[src/rtl/wstcm_pkg.sv]
// Constants for the windowed service timer and clock monitor
package wstcm_pkg;
  // Register byte offsets on APB
  localparam logic [7:0] SVC_OFFS = 8'h00;
  localparam logic [7:0] CTRL_OFFS = 8'h04;
  localparam logic [7:0] STAT_OFFS = 8'h08;
  // Service register fields
  localparam int SEL_HI = 7;
  localparam int SEL_LO = 6;
  localparam int KEY_HI = 5;
  localparam int KEY_LO = 1;
  localparam int CM_BIT = 0;
  localparam logic [4:0] KEY_VAL = 5'h0C;
  localparam logic [1:0] SEL_RST = 2'h3;
  localparam logic CM_RST = 1'b1;
  // Control register fields
  localparam int HALT_BIT = 0;
  localparam int IDLE_BIT = 1;
  localparam int WD_DIS_BIT = 2;
  localparam int RCOSC_BIT = 3;
  localparam int WDLY_BIT = 4;
  localparam logic [4:0] CTRL_RST = 5'h00;
  // Status register fields
  localparam int PND_BIT = 0;
  localparam int PIN_BIT = 1;
  localparam int ARM_BIT = 2;
  localparam int CMBAD_BIT = 3;
  localparam int SVCF_BIT = 4;
  // Window limits in instruction cycles
  localparam logic [16:0] LOWER_CYC = 17'h00800;
  localparam logic [16:0] UPPER_BASE = 17'h02000;
  // Fault hold after pin is seen low, instruction cycles
  localparam logic [5:0] HOLD_CYC = 6'h10;
  // Idle timer pending sets each time this counter bit toggles
  localparam int IDLE_BIT_POS = 12;
  // Oscillator edges per instruction cycle
  localparam int INSTR_DIV = 10;
  // Clock monitor: longest gap between oscillator edges
  localparam int CLK_PERIOD_NS = 10;
  localparam int CM_GAP_NS = 100000;
  localparam int CM_GAP_CYC = CM_GAP_NS / CLK_PERIOD_NS;
endpackage : wstcm_pkg

[src/rtl/wstcm_top.sv]
// Windowed service timer with clock monitor, APB slave
//
// Design decisions made here: the register offsets and the APB slave port.
`timescale 1ns/10ps
// How it works
// RQ1 - Earliest permitted service is 2048 instruction cycles into the window.
// RQ2 - Service bits 7:6 pick upper limit 8k, 16k, 32k or 64k cycles.
// RQ3 - Service bits 5:1 must carry key 01100; checked on every write.
// RQ4 - Service bit 0 enables the clock monitor.
// RQ5 - Timer runs only while option bit 2 is 0; pin then is fault output.
// RQ6 - Detectors idle in reset; leave reset with window 11 and monitor on.
// RQ7 - First matching write loads window and monitor, then locked till reset.
// RQ8 - Later writes must match bits 7:0; match restarts, mismatch faults.
// RQ9 - Timeout or too-early service raises the fault output.
// RQ10 - Fault drives pin low, holds 16 cycles after seen low, restarts on high.
// RQ11 - Service writes while the pin is low are ignored.
// RQ12 - Monitor holds pin low while clock slow, releases 16 cycles after.
// RQ13 - Never reject above 10 kHz, always reject below 10 Hz.
// RQ14 - Reads of the service register show zero in the key field.
// RQ15 - Window inhibited in halt and idle; clock monitor stays active.
// RQ16 - Halt exit resumes with RC and no delay, else restarts the window.
// RQ17 - Idle exit performs an automatic service restarting the window.
// RQ18 - Idle pending flag sets every 4096 cycles; software clears it.
// RQ19 - First service after reset is never early within the 64k window.
// RQ20 - Counters advance once per instruction-cycle enable pulse.
module wstcm_top #(
  parameter int INSTR_DIV_P = wstcm_pkg::INSTR_DIV,
  parameter int CM_GAP_P = wstcm_pkg::CM_GAP_CYC
) (
  input wire logic ref_clk,
  input wire logic rst_n,
  input wire logic porN,
  input wire logic psel,
  input wire logic penable,
  input wire logic pwrite,
  input wire logic [7:0] paddr,
  input wire logic [31:0] pwdata,
  output logic [31:0] prdata,
  output logic pready,
  output logic pslverr,
  input wire logic oscInput,
  input wire logic faultOutNIn,
  output logic faultOutNOut,
  output logic faultOutNOe,
  output logic idleTimerPending
);
  import wstcm_pkg::*;

  typedef struct packed {
    logic [31:0] rdata;
    logic rdy;
    logic err;
    logic [1:0] winSel;
    logic cmEn;
    logic armed;
    logic [16:0] winCnt;
    logic svcFault;
    logic seenLow;
    logic waitHigh;
    logic [5:0] holdCnt;
    logic cmBad;
    logic [5:0] cmCnt;
    logic [15:0] gapCnt;
    logic [7:0] divCnt;
    logic oscPrev;
    logic tick;
    logic [4:0] ctrl;
    logic pend;
    logic drive;
  } wstcm_state_t;

  typedef struct packed {
    logic [15:0] cnt;
  } wstcm_idle_t;

  wstcm_state_t st_reg;
  wstcm_state_t st_next;
  wstcm_idle_t idle_reg;
  wstcm_idle_t idle_next;

  // Upper limit decode, used by the timeout check
  function automatic logic [16:0] upperOf(input logic [1:0] sel);
    upperOf = UPPER_BASE << sel; // RQ2
  endfunction : upperOf

  logic setupPh;
  logic accessPh;
  logic svcWr;
  logic ctrlWr;
  logic statWr;
  logic wdEn;
  logic haltExit;
  logic idleExit;
  logic pinLow;
  logic keyOk;
  logic fullOk;
  logic early;
  logic timeout;
  logic pndSet;

  // Bus phase and write decode
  assign setupPh = psel & ~penable;
  assign accessPh = psel & penable & st_reg.rdy;
  assign svcWr = accessPh & pwrite & (paddr == SVC_OFFS);
  assign ctrlWr = accessPh & pwrite & (paddr == CTRL_OFFS);
  assign statWr = accessPh & pwrite & (paddr == STAT_OFFS);
  assign wdEn = ~st_reg.ctrl[WD_DIS_BIT]; // RQ5
  assign pinLow = ~faultOutNIn;
  // Low-power exits seen as falling edges of the mode bits
  assign haltExit = ctrlWr & st_reg.ctrl[HALT_BIT] & ~pwdata[HALT_BIT];
  assign idleExit = ctrlWr & st_reg.ctrl[IDLE_BIT] & ~pwdata[IDLE_BIT];
  // Service checks
  assign keyOk = (pwdata[KEY_HI:KEY_LO] == KEY_VAL); // RQ3
  assign fullOk = keyOk & (pwdata[SEL_HI:SEL_LO] == st_reg.winSel)
                  & (pwdata[CM_BIT] == st_reg.cmEn); // RQ8
  assign early = st_reg.armed & (st_reg.winCnt < LOWER_CYC); // RQ1 RQ19
  assign timeout = st_reg.winCnt >= upperOf(st_reg.winSel); // RQ9
  assign pndSet = st_reg.tick & (&idle_reg.cnt[IDLE_BIT_POS-1:0]); // RQ18

  // Next-state logic for everything on the main reset
  always_comb begin
    logic svcAct;
    logic winRun;
    svcAct = 1'b0;
    winRun = 1'b0;
    st_next = st_reg;
    st_next.tick = 1'b0;
    // APB: answer one cycle after setup, never stretched
    st_next.rdy = setupPh;
    if (setupPh) begin
      st_next.err = 1'b0;
      st_next.rdata = 32'h0000_0000;
      unique case (paddr)
        SVC_OFFS: begin
          // Key field hides the stored pattern
          st_next.rdata[SEL_HI:SEL_LO] = st_reg.winSel; // RQ14
          st_next.rdata[CM_BIT] = st_reg.cmEn;
        end
        CTRL_OFFS: st_next.rdata[4:0] = st_reg.ctrl;
        STAT_OFFS: begin
          st_next.rdata[PND_BIT] = st_reg.pend;
          st_next.rdata[PIN_BIT] = faultOutNIn;
          st_next.rdata[ARM_BIT] = st_reg.armed;
          st_next.rdata[CMBAD_BIT] = st_reg.cmBad;
          st_next.rdata[SVCF_BIT] = st_reg.svcFault;
        end
        default: st_next.err = 1'b1;
      endcase
    end
    if (ctrlWr) begin
      st_next.ctrl = pwdata[4:0];
    end
    // Instruction-cycle tick from oscillator rising edges
    st_next.oscPrev = oscInput;
    if (oscInput & ~st_reg.oscPrev) begin
      if (st_reg.divCnt == 8'(INSTR_DIV_P - 1)) begin
        st_next.divCnt = 8'h00;
        st_next.tick = 1'b1; // RQ20
      end else begin
        st_next.divCnt = st_reg.divCnt + 8'h01;
      end
    end
    // Clock monitor: edge gap counter, live in halt and idle too
    if (oscInput & ~st_reg.oscPrev) begin
      st_next.gapCnt = 16'h0000;
      st_next.cmBad = 1'b0;
    end else if (st_reg.gapCnt >= 16'(CM_GAP_P)) begin
      st_next.cmBad = st_reg.cmEn & wdEn; // RQ13 RQ15
    end else begin
      st_next.gapCnt = st_reg.gapCnt + 16'h0001;
    end
    // Release tail after the clock recovers
    if (st_reg.cmBad) begin
      st_next.cmCnt = HOLD_CYC; // RQ12
    end else if (st_reg.cmCnt != 6'h00 && st_reg.tick) begin
      st_next.cmCnt = st_reg.cmCnt - 6'h01;
    end
    // Window counting, frozen in halt, idle and while faulting
    winRun = wdEn & ~st_reg.ctrl[HALT_BIT] & ~st_reg.ctrl[IDLE_BIT]
             & ~st_reg.svcFault & ~st_reg.waitHigh; // RQ15
    if (winRun & st_reg.tick & ~timeout) begin
      st_next.winCnt = st_reg.winCnt + 17'h00001; // RQ20
    end
    if (winRun & timeout) begin
      st_next.svcFault = 1'b1; // RQ9
    end
    // Software service; ignored while the pin is low
    if (svcWr & wdEn & ~pinLow & ~st_reg.svcFault & ~st_reg.waitHigh) begin
      svcAct = 1'b1; // RQ11
    end
    if (svcAct) begin
      if (!st_reg.armed) begin
        if (keyOk) begin
          // One-time load, locked afterwards
          st_next.winSel = pwdata[SEL_HI:SEL_LO]; // RQ7
          st_next.cmEn = pwdata[CM_BIT]; // RQ4
          st_next.armed = 1'b1;
          st_next.winCnt = 17'h00000;
        end else begin
          st_next.svcFault = 1'b1; // RQ3
        end
      end else if (fullOk & ~early) begin
        st_next.winCnt = 17'h00000; // RQ8
      end else begin
        st_next.svcFault = 1'b1; // RQ8 RQ9
      end
    end
    // Halt exit: resume only for RC oscillator without wake delay
    if (haltExit & ~(st_reg.ctrl[RCOSC_BIT] & ~st_reg.ctrl[WDLY_BIT])) begin
      st_next.winCnt = 17'h00000; // RQ16
    end
    // Idle exit acts as a hardware service
    if (idleExit) begin
      st_next.winCnt = 17'h00000; // RQ17
    end
    // Fault hold: count only once the pin is seen low
    if (st_reg.svcFault) begin
      if (pinLow) begin
        st_next.seenLow = 1'b1;
      end
      if (st_reg.seenLow & st_reg.tick) begin
        st_next.holdCnt = st_reg.holdCnt + 6'h01;
      end
      if (st_reg.holdCnt >= HOLD_CYC) begin
        st_next.svcFault = 1'b0; // RQ10
        st_next.waitHigh = 1'b1;
        st_next.seenLow = 1'b0;
        st_next.holdCnt = 6'h00;
      end
    end
    // Window restarts when the pin has come back high
    if (st_reg.waitHigh & ~pinLow) begin
      st_next.waitHigh = 1'b0;
      st_next.winCnt = 17'h00000; // RQ10
    end
    // Pin driver: low for service fault or clock error
    st_next.drive = wdEn & (st_next.svcFault | st_next.cmBad
                    | (st_next.cmCnt != 6'h00)); // RQ5 RQ10 RQ12
    // Idle pending flag; a set beats a same-cycle clear
    if (statWr & pwdata[PND_BIT]) begin
      st_next.pend = 1'b0;
    end
    if (pndSet) begin
      st_next.pend = 1'b1; // RQ18
    end
  end

  // Idle timer keeps its count through the external reset
  always_comb begin
    idle_next = idle_reg;
    if (st_reg.tick) begin
      idle_next.cnt = idle_reg.cnt + 16'h0001;
    end
  end

  // Main state register; reset arms the window at its widest
  always_ff @(posedge ref_clk or negedge rst_n) begin
    if (!rst_n) begin
      st_reg <= '0;
      st_reg.winSel <= SEL_RST; // RQ6
      st_reg.cmEn <= CM_RST; // RQ6
      st_reg.ctrl <= CTRL_RST;
    end else begin
      st_reg <= st_next;
    end
  end

  // Idle counter cleared only at power-on, not by rst_n
  always_ff @(posedge ref_clk or negedge porN) begin
    if (!porN) begin
      idle_reg <= '0;
    end else begin
      idle_reg <= idle_next; // RQ18
    end
  end

  // Outputs straight from flops
  assign prdata = st_reg.rdata;
  assign pready = st_reg.rdy;
  assign pslverr = st_reg.err & st_reg.rdy;
  assign faultOutNOe = st_reg.drive;
  assign faultOutNOut = st_reg.drive & 1'b0;
  assign idleTimerPending = st_reg.pend;

  // Checks on the design's own behaviour
  // Follows the bus data until armed, so the arming write itself is captured
  logic [1:0] lockedSel;
  always_ff @(posedge ref_clk or negedge rst_n) begin
    if (!rst_n) begin
      lockedSel <= SEL_RST;
    end else if (!st_reg.armed) begin
      lockedSel <= pwdata[SEL_HI:SEL_LO];
    end
  end

  a_lock_window: assert property (@(posedge ref_clk) disable iff (!rst_n)
    st_reg.armed |-> st_reg.winSel == lockedSel) // RQ7
    else $error("window selection changed after first service");
  a_early_fault: assert property (@(posedge ref_clk) disable iff (!rst_n)
    svcWr & wdEn & st_reg.armed & early & ~pinLow & ~st_reg.svcFault
    & ~st_reg.waitHigh |=> st_reg.svcFault) // RQ1
    else $error("early service did not fault");
  a_first_ok: assert property (@(posedge ref_clk) disable iff (!rst_n)
    svcWr & wdEn & ~st_reg.armed & keyOk & ~pinLow & ~st_reg.svcFault
    & ~st_reg.waitHigh |=> st_reg.armed & ~st_reg.svcFault
    & st_reg.winCnt == 17'h00000) // RQ19
    else $error("first keyed service not accepted");
  a_key_bad: assert property (@(posedge ref_clk) disable iff (!rst_n)
    svcWr & wdEn & ~keyOk & ~pinLow & ~st_reg.svcFault & ~st_reg.waitHigh
    |=> st_reg.svcFault ##1 faultOutNOe) // RQ3
    else $error("bad key did not drive the pin");
  a_timeout: assert property (@(posedge ref_clk) disable iff (!rst_n)
    wdEn & timeout & ~st_reg.ctrl[HALT_BIT] & ~st_reg.ctrl[IDLE_BIT]
    & ~st_reg.waitHigh & ~st_reg.svcFault |=> st_reg.svcFault) // RQ9
    else $error("window expiry did not fault");
  a_ignore_low: assert property (@(posedge ref_clk) disable iff (!rst_n)
    svcWr & pinLow
    |=> $stable(st_reg.winSel) & $stable(st_reg.armed) & ~$rose(st_reg.svcFault)) // RQ11
    else $error("service while pin low was acted on");
  a_read_key: assert property (@(posedge ref_clk) disable iff (!rst_n)
    setupPh & paddr == SVC_OFFS
    |=> prdata[KEY_HI:KEY_LO] == 5'h00 & prdata[CM_BIT] == st_reg.cmEn) // RQ14
    else $error("key field visible on read");
  a_halt_freeze: assert property (@(posedge ref_clk) disable iff (!rst_n)
    st_reg.ctrl[HALT_BIT] & ~ctrlWr & ~svcWr & ~st_reg.waitHigh
    |=> $stable(st_reg.winCnt)) // RQ15
    else $error("window counted during halt");
  a_pend_set: assert property (@(posedge ref_clk) disable iff (!rst_n)
    pndSet |=> idleTimerPending) // RQ18
    else $error("idle pending flag not set");
  a_cm_drive: assert property (@(posedge ref_clk) disable iff (!rst_n)
    st_reg.cmBad & wdEn |-> faultOutNOe [*2]) // RQ12
    else $error("clock error not driving the pin");
  a_dis_quiet: assert property (@(posedge ref_clk) disable iff (!rst_n)
    st_reg.ctrl[WD_DIS_BIT] |=> ~faultOutNOe) // RQ5
    else $error("pin driven while timer disabled");
  a_reset_arm: assert property (@(posedge ref_clk)
    $rose(rst_n) |-> st_reg.winSel == SEL_RST & st_reg.cmEn
    & ~faultOutNOe) // RQ6
    else $error("reset state not armed at widest window");

  c_valid_svc: cover property (@(posedge ref_clk) disable iff (!rst_n)
    svcWr & st_reg.armed & fullOk & ~early & ~pinLow);
  c_svc_fault: cover property (@(posedge ref_clk) disable iff (!rst_n)
    $fell(st_reg.svcFault) ##[1:20] ~st_reg.waitHigh);
  c_cm_fault: cover property (@(posedge ref_clk) disable iff (!rst_n)
    $rose(st_reg.cmBad));
  c_idle_exit: cover property (@(posedge ref_clk) disable iff (!rst_n)
    idleExit);
endmodule : wstcm_top

[config.mk]
export PLATFORM = sky130hd
export DESIGN_NAME = wstcm_top
export DESIGN_NICKNAME = d
export VERILOG_FILES = /design/src/rtl/wstcm_pkg.sv /design/src/rtl/wstcm_top.sv
export SDC_FILE = /design/constraint.sdc
export NUM_CORES = 1
export LEC_CHECK = 0
export BUFFER_PORTS_ARGS = -buffer_cell sky130_fd_sc_hd__buf_2
export CAP_MARGIN = 20
export CORE_MARGIN = 10
export CORE_UTILIZATION = 55
export DETAILED_ROUTE_END_ITERATION = 16
export PLACE_DENSITY = 0.76
export SYNTH_ARGS = -nofsm -noshare
export SYNTH_HDL_FRONTEND = slang
export SYNTH_SLANG_ARGS = --single-unit
[constraint.sdc]
create_clock -name ref_clk -period 3.9 [get_ports ref_clk]
set_clock_uncertainty 0.15 [all_clocks]
set_input_delay 0.585 -clock ref_clk [delete_from_list [all_inputs] [get_ports ref_clk]]
set_output_delay 0.585 -clock ref_clk [all_outputs]
set_load 0.02 [all_outputs]
---- After elaboration in Yosys (flattened, before gate mapping) ----
Index checks and enable logic that the tools add are counted.
storage, ports and cells
  flip-flop bits (word level) ............. 95
  bits of input ports ..................... 48
  output and inout port bits .............. 37
  logic and storage cells ................. 139
cells by class
  add/sub/neg operators ................... 6
  order comparisons ....................... 4
  eq/ne operators ......................... 8
  shift operators ......................... 1
  multiplexer cells ....................... 33
  bitwise operators ....................... 52
  reductions and logical operators ........ 14
operators with widths
  cell                     count
  $mux W17                 5
  $mux W18                 3
  $and A1 B1 Y1            36
  $add A16 B1 Y16 const B  2
  $mux W16                 2
  $mux W6                  3
  $mux W9                  2
  $add A17 B1 Y17 const B  1
  $ge A17 B17 Y1           1
  $lt A17 B12 Y1 const B   1
  $shl A14 B2 Y17 const A  1
  $eq A8 B4 Y1 const B     2
  $ge A16 B14 Y1 const B   1
  $mux W1                  14
  $not A1 Y1               14
  $reduce_and A12 Y1       1
  $reduce_bool A6 Y1       2
  $add A8 B1 Y8 const B    1
  $eq A8 B3 Y1 const B     1
  $logic_not A8 Y1         1
  $mux W8                  1
  $pmux W4 S2              1
  $reduce_bool A2 Y1       4
  $add A6 B1 Y6 const B    1
  other kinds (14)         17

---- Depth between registers and ports, before layout ----
  depth in word-level cells ............... 16
  gate-level depth with buffers ........... 8
  mapped depth without buffers ............ 7

---- Worst setup path after synthesis ----
Ideal clock, no wire load.
  path kind ............................... input-to-reg
  from .................................... input pwdata[2]
  to ...................................... register st_reg[67] (netlist bit)
  library setup time ...................... 0.082 ns
  arrival ................................. 2.105 ns
  required time ........................... 3.668 ns
  slack ................................... 1.563 ns
  cell stages on the path ................. 4
  buffers on the path ..................... 0
  cell sequence ........................... or4_4 -> or4_4 -> nor2_2 -> mux2_2
between the ends
  word-level cells in the longest chain between the ends .. 2
RTL lines
  item                                line              source
  from (decl)                         wstcm_top.sv:37   input wire logic [31:0] pwdata,
  $eq A5 B4 Y1                        wstcm_top.sv:113  assign keyOk = (pwdata[KEY_HI:KEY_LO] == KEY_VAL);
  $reduce_and A3 Y1 (no source line)  -
  to (signal assigned)                wstcm_top.sv:264  st_reg <= st_next;
  to (decl)                           wstcm_top.sv:76   wstcm_state_t st_reg;
No other way between the ends.
A chain may end at the register's enable or synchronous reset.

==> metrics.txt <==
status=complete, no violations; residual DRC count=0; post-layout instance area=between 5000 and 6000 sq um; Synth cell types=59; Ant. Diodes=0; Placeable Area=8640 sq um; DP Worst Slack=1.28 ns; fin crit period=around 2.5 ns; final hold vios=0; I/O Pins=85; final worst-path setup slack=between 1 and 1.5 ns; Tcrit/Tclk final=65.2%; hold path start=oscInput; post-synth top area cell=dfrtp_1; maximum vdd drop=0.195 mV; Clock Pin Slew Worst Setup and Hold Paths=0.09 ns; Placed Instances=613; Post-Route Utilization=60.4%; post-synthesis cell count=487; vias in the first global route=3,521; starting density of the core=between 50% and 60%; post-CTS resize count=0; Final Non-Filler Cells=roughly 630; layout cells sized above 1=14.1%; WP data arrival=2.66 ns; first-pass GRT wire length=16,000 um; R2R Setup Slk=1.36 ns; reg2reg path depth=8; synth cell count leaders=dfrtp_1, nor2_1, xnor2_1; most frequent cell after synthesis=dfrtp_1; final WL=9310 um; CTS Buf Count=9; Die Area=12,900 sq um; CP Max Fanout=18; Design Power=2.21 mW; Slew @ Worst Pin=~0.86 ns; initial antenna violation count=0; Synth warnings=0; H-Tree Depth=3; launching point of the worst reg2reg path=st_reg[69]$_DFFE_PN1P_; Final Wtd Congestion=0.832; most area-consuming cells after synthesis=dfrtp_1, xnor2_1, buf_4, nor2_1, ha_1; Final setup viols=0; Slew Limit Fails=0; Setup crit end kind=flip-flop; CTS tree=yes; Max Clk Rate=roughly 0.4 GHz; final hold slack=0.230 ns; pwr dens=423 nW/um^2; Async SR Flop Fraction=100%; DR iter-0 viols=163; Max clock buf depth=2; worst min-delay path class=in -> reg; first-pass detailed-route iteration total=4; row count=34; unrepaired setup endpoints after global routing=false; CP Class=reg -> reg; Die Ht=114 um; reg-to-reg critical path endpoint=st_reg[65]$_DFF_PN0_; Synth Flop Type=dfrtp_1; final setup TNS=0 ns; clk root buf=clkbuf_8; largest net degree at the start of global routing=80; top cell type's share of synthesized area=45.5%; syn_area_per_cell=between 9 and 10 sq um; number of flops mapped to enable cells by yosys=0; antenna-violating nets left=0; die width=around 110 um; instance area after placement=4960 sq um; max-cap viol count=0; worst hold stages=1; Hold Path End=st_reg[8]$_DFF_PN0_; relative slew slack=between 40% and 50%; post-CTS setup buffers=0; NumNets Final=about 580; Mapped Area=4840 sq um; routed vias/inst=5.38; Leakage=2.30 nW; CP required=4.02 ns; later-pin clock latency in the skew report=0.35 ns; average wire per standard cell=14.7 um; gr ovfl total=0; PortBufs=34; max reg flops=slightly below 70; via count=3,394; sequential share of the synthesized area=between 40% and 50%; crit path launch type=flip-flop; register bit total from synthesis=91; dpl hpwl=6710 um; P&R area growth vs syn=7.94%; CTS sink cnt=91; GRT Total Usage=14.6%
[critical path, cell delays in order (launching register included)]
cell and delay [ns]:
dfstp_2 0.42, or2_2 0.30, ha_1 0.27, o21ai_0 0.16, a22oi_1 0.10, buf_4 0.21, or3_1 0.39, or3_1 0.32
a21oi_1 0.14
[per-layer routing]
metal	share of wire (%)	wire length, um	up-vias	global-route usage (%)
met5	0	0	-	0
li1	-	-	1680	-
met3	4.9	453	10	3.83
met1	44	4100	1638	17.4
met4	1.4	131	0	6.10
met2	50	4620	66	24.5
[report_power, final]
group	leakage [nW]	internal [mW]	switching (mW)
clock	0.102	0.376	0.318
combinational	1.10	0.160	0.206
sequential	1.10	1.04	0.109
total	2.30	1.57	0.633
[layout by cell type (no fill, tap or decap), drive strengths merged, types with 4 or more instances in the layout]
cell type / count
inv: 21
nand4: 13
a21oi: 11
nor4b: 6
dfrtp: 88
o21ai: 14
nor3b: 5
nand2: 32
ha: 14
mux2: 9
a221oi: 4
buf: 37
nor4: 7
nand2b: 7
xnor2: 42
conb: 26
and3: 9
clkbuf: 11
nand3: 17
nor2b: 5
xor2: 4
mux2i: 4
and2: 5
or3: 9
nor3: 14
nor2: 64
[logic make-up (layout without fill, tap and decap cells)]
group	count (synthesis)	in the layout	share of synthesized area [%]
xor gates and xnor gates	46	46	8.33
adders and majority gates	14	14	3.62
and+or+nand+nor	204	204	22.4
buffers and inverters	65	76	7.84
AOI/OAI and AO/OA	53	53	7.68
muxes	13	13	2.92
other	1	26	0.0775
DFF	91	91	47.2
[cell type report]
class	instances	area (sq um)
Inverter	22	82.6
Clock buffer	11	141
Sequential cell	91	2280
Fill cell	733	3420
Timing Repair Buffer	39	235
Clock inverter	4	75.1
Multi-Input combinational cell	356	2270
Tap cell	108	135
[how the worst max path moves through the flow]
stage                                start                endpoint  slack [ns]
global placement                 pwdata[2]    st_reg[59]$_DFF_PN0_        1.32
finish              st_reg[69]$_DFFE_PN1P_    st_reg[65]$_DFF_PN0_        1.36
CTS                 st_reg[69]$_DFFE_PN1P_    st_reg[65]$_DFF_PN0_        1.36
global route        st_reg[69]$_DFFE_PN1P_    st_reg[65]$_DFF_PN0_        1.24
floorplan                        pwdata[2]  st_reg[67]$_DFFE_PN1P_        1.56
detailed placement               pwdata[2]    st_reg[53]$_DFF_PN0_        1.28
[what timing repair did]
item	CTS	global route
endpoints found under the setup margin	0	0
hold buffers	1	1
endpoints found under the hold margin	12	16
Note: power is estimated with default switching activity, not from simulation.
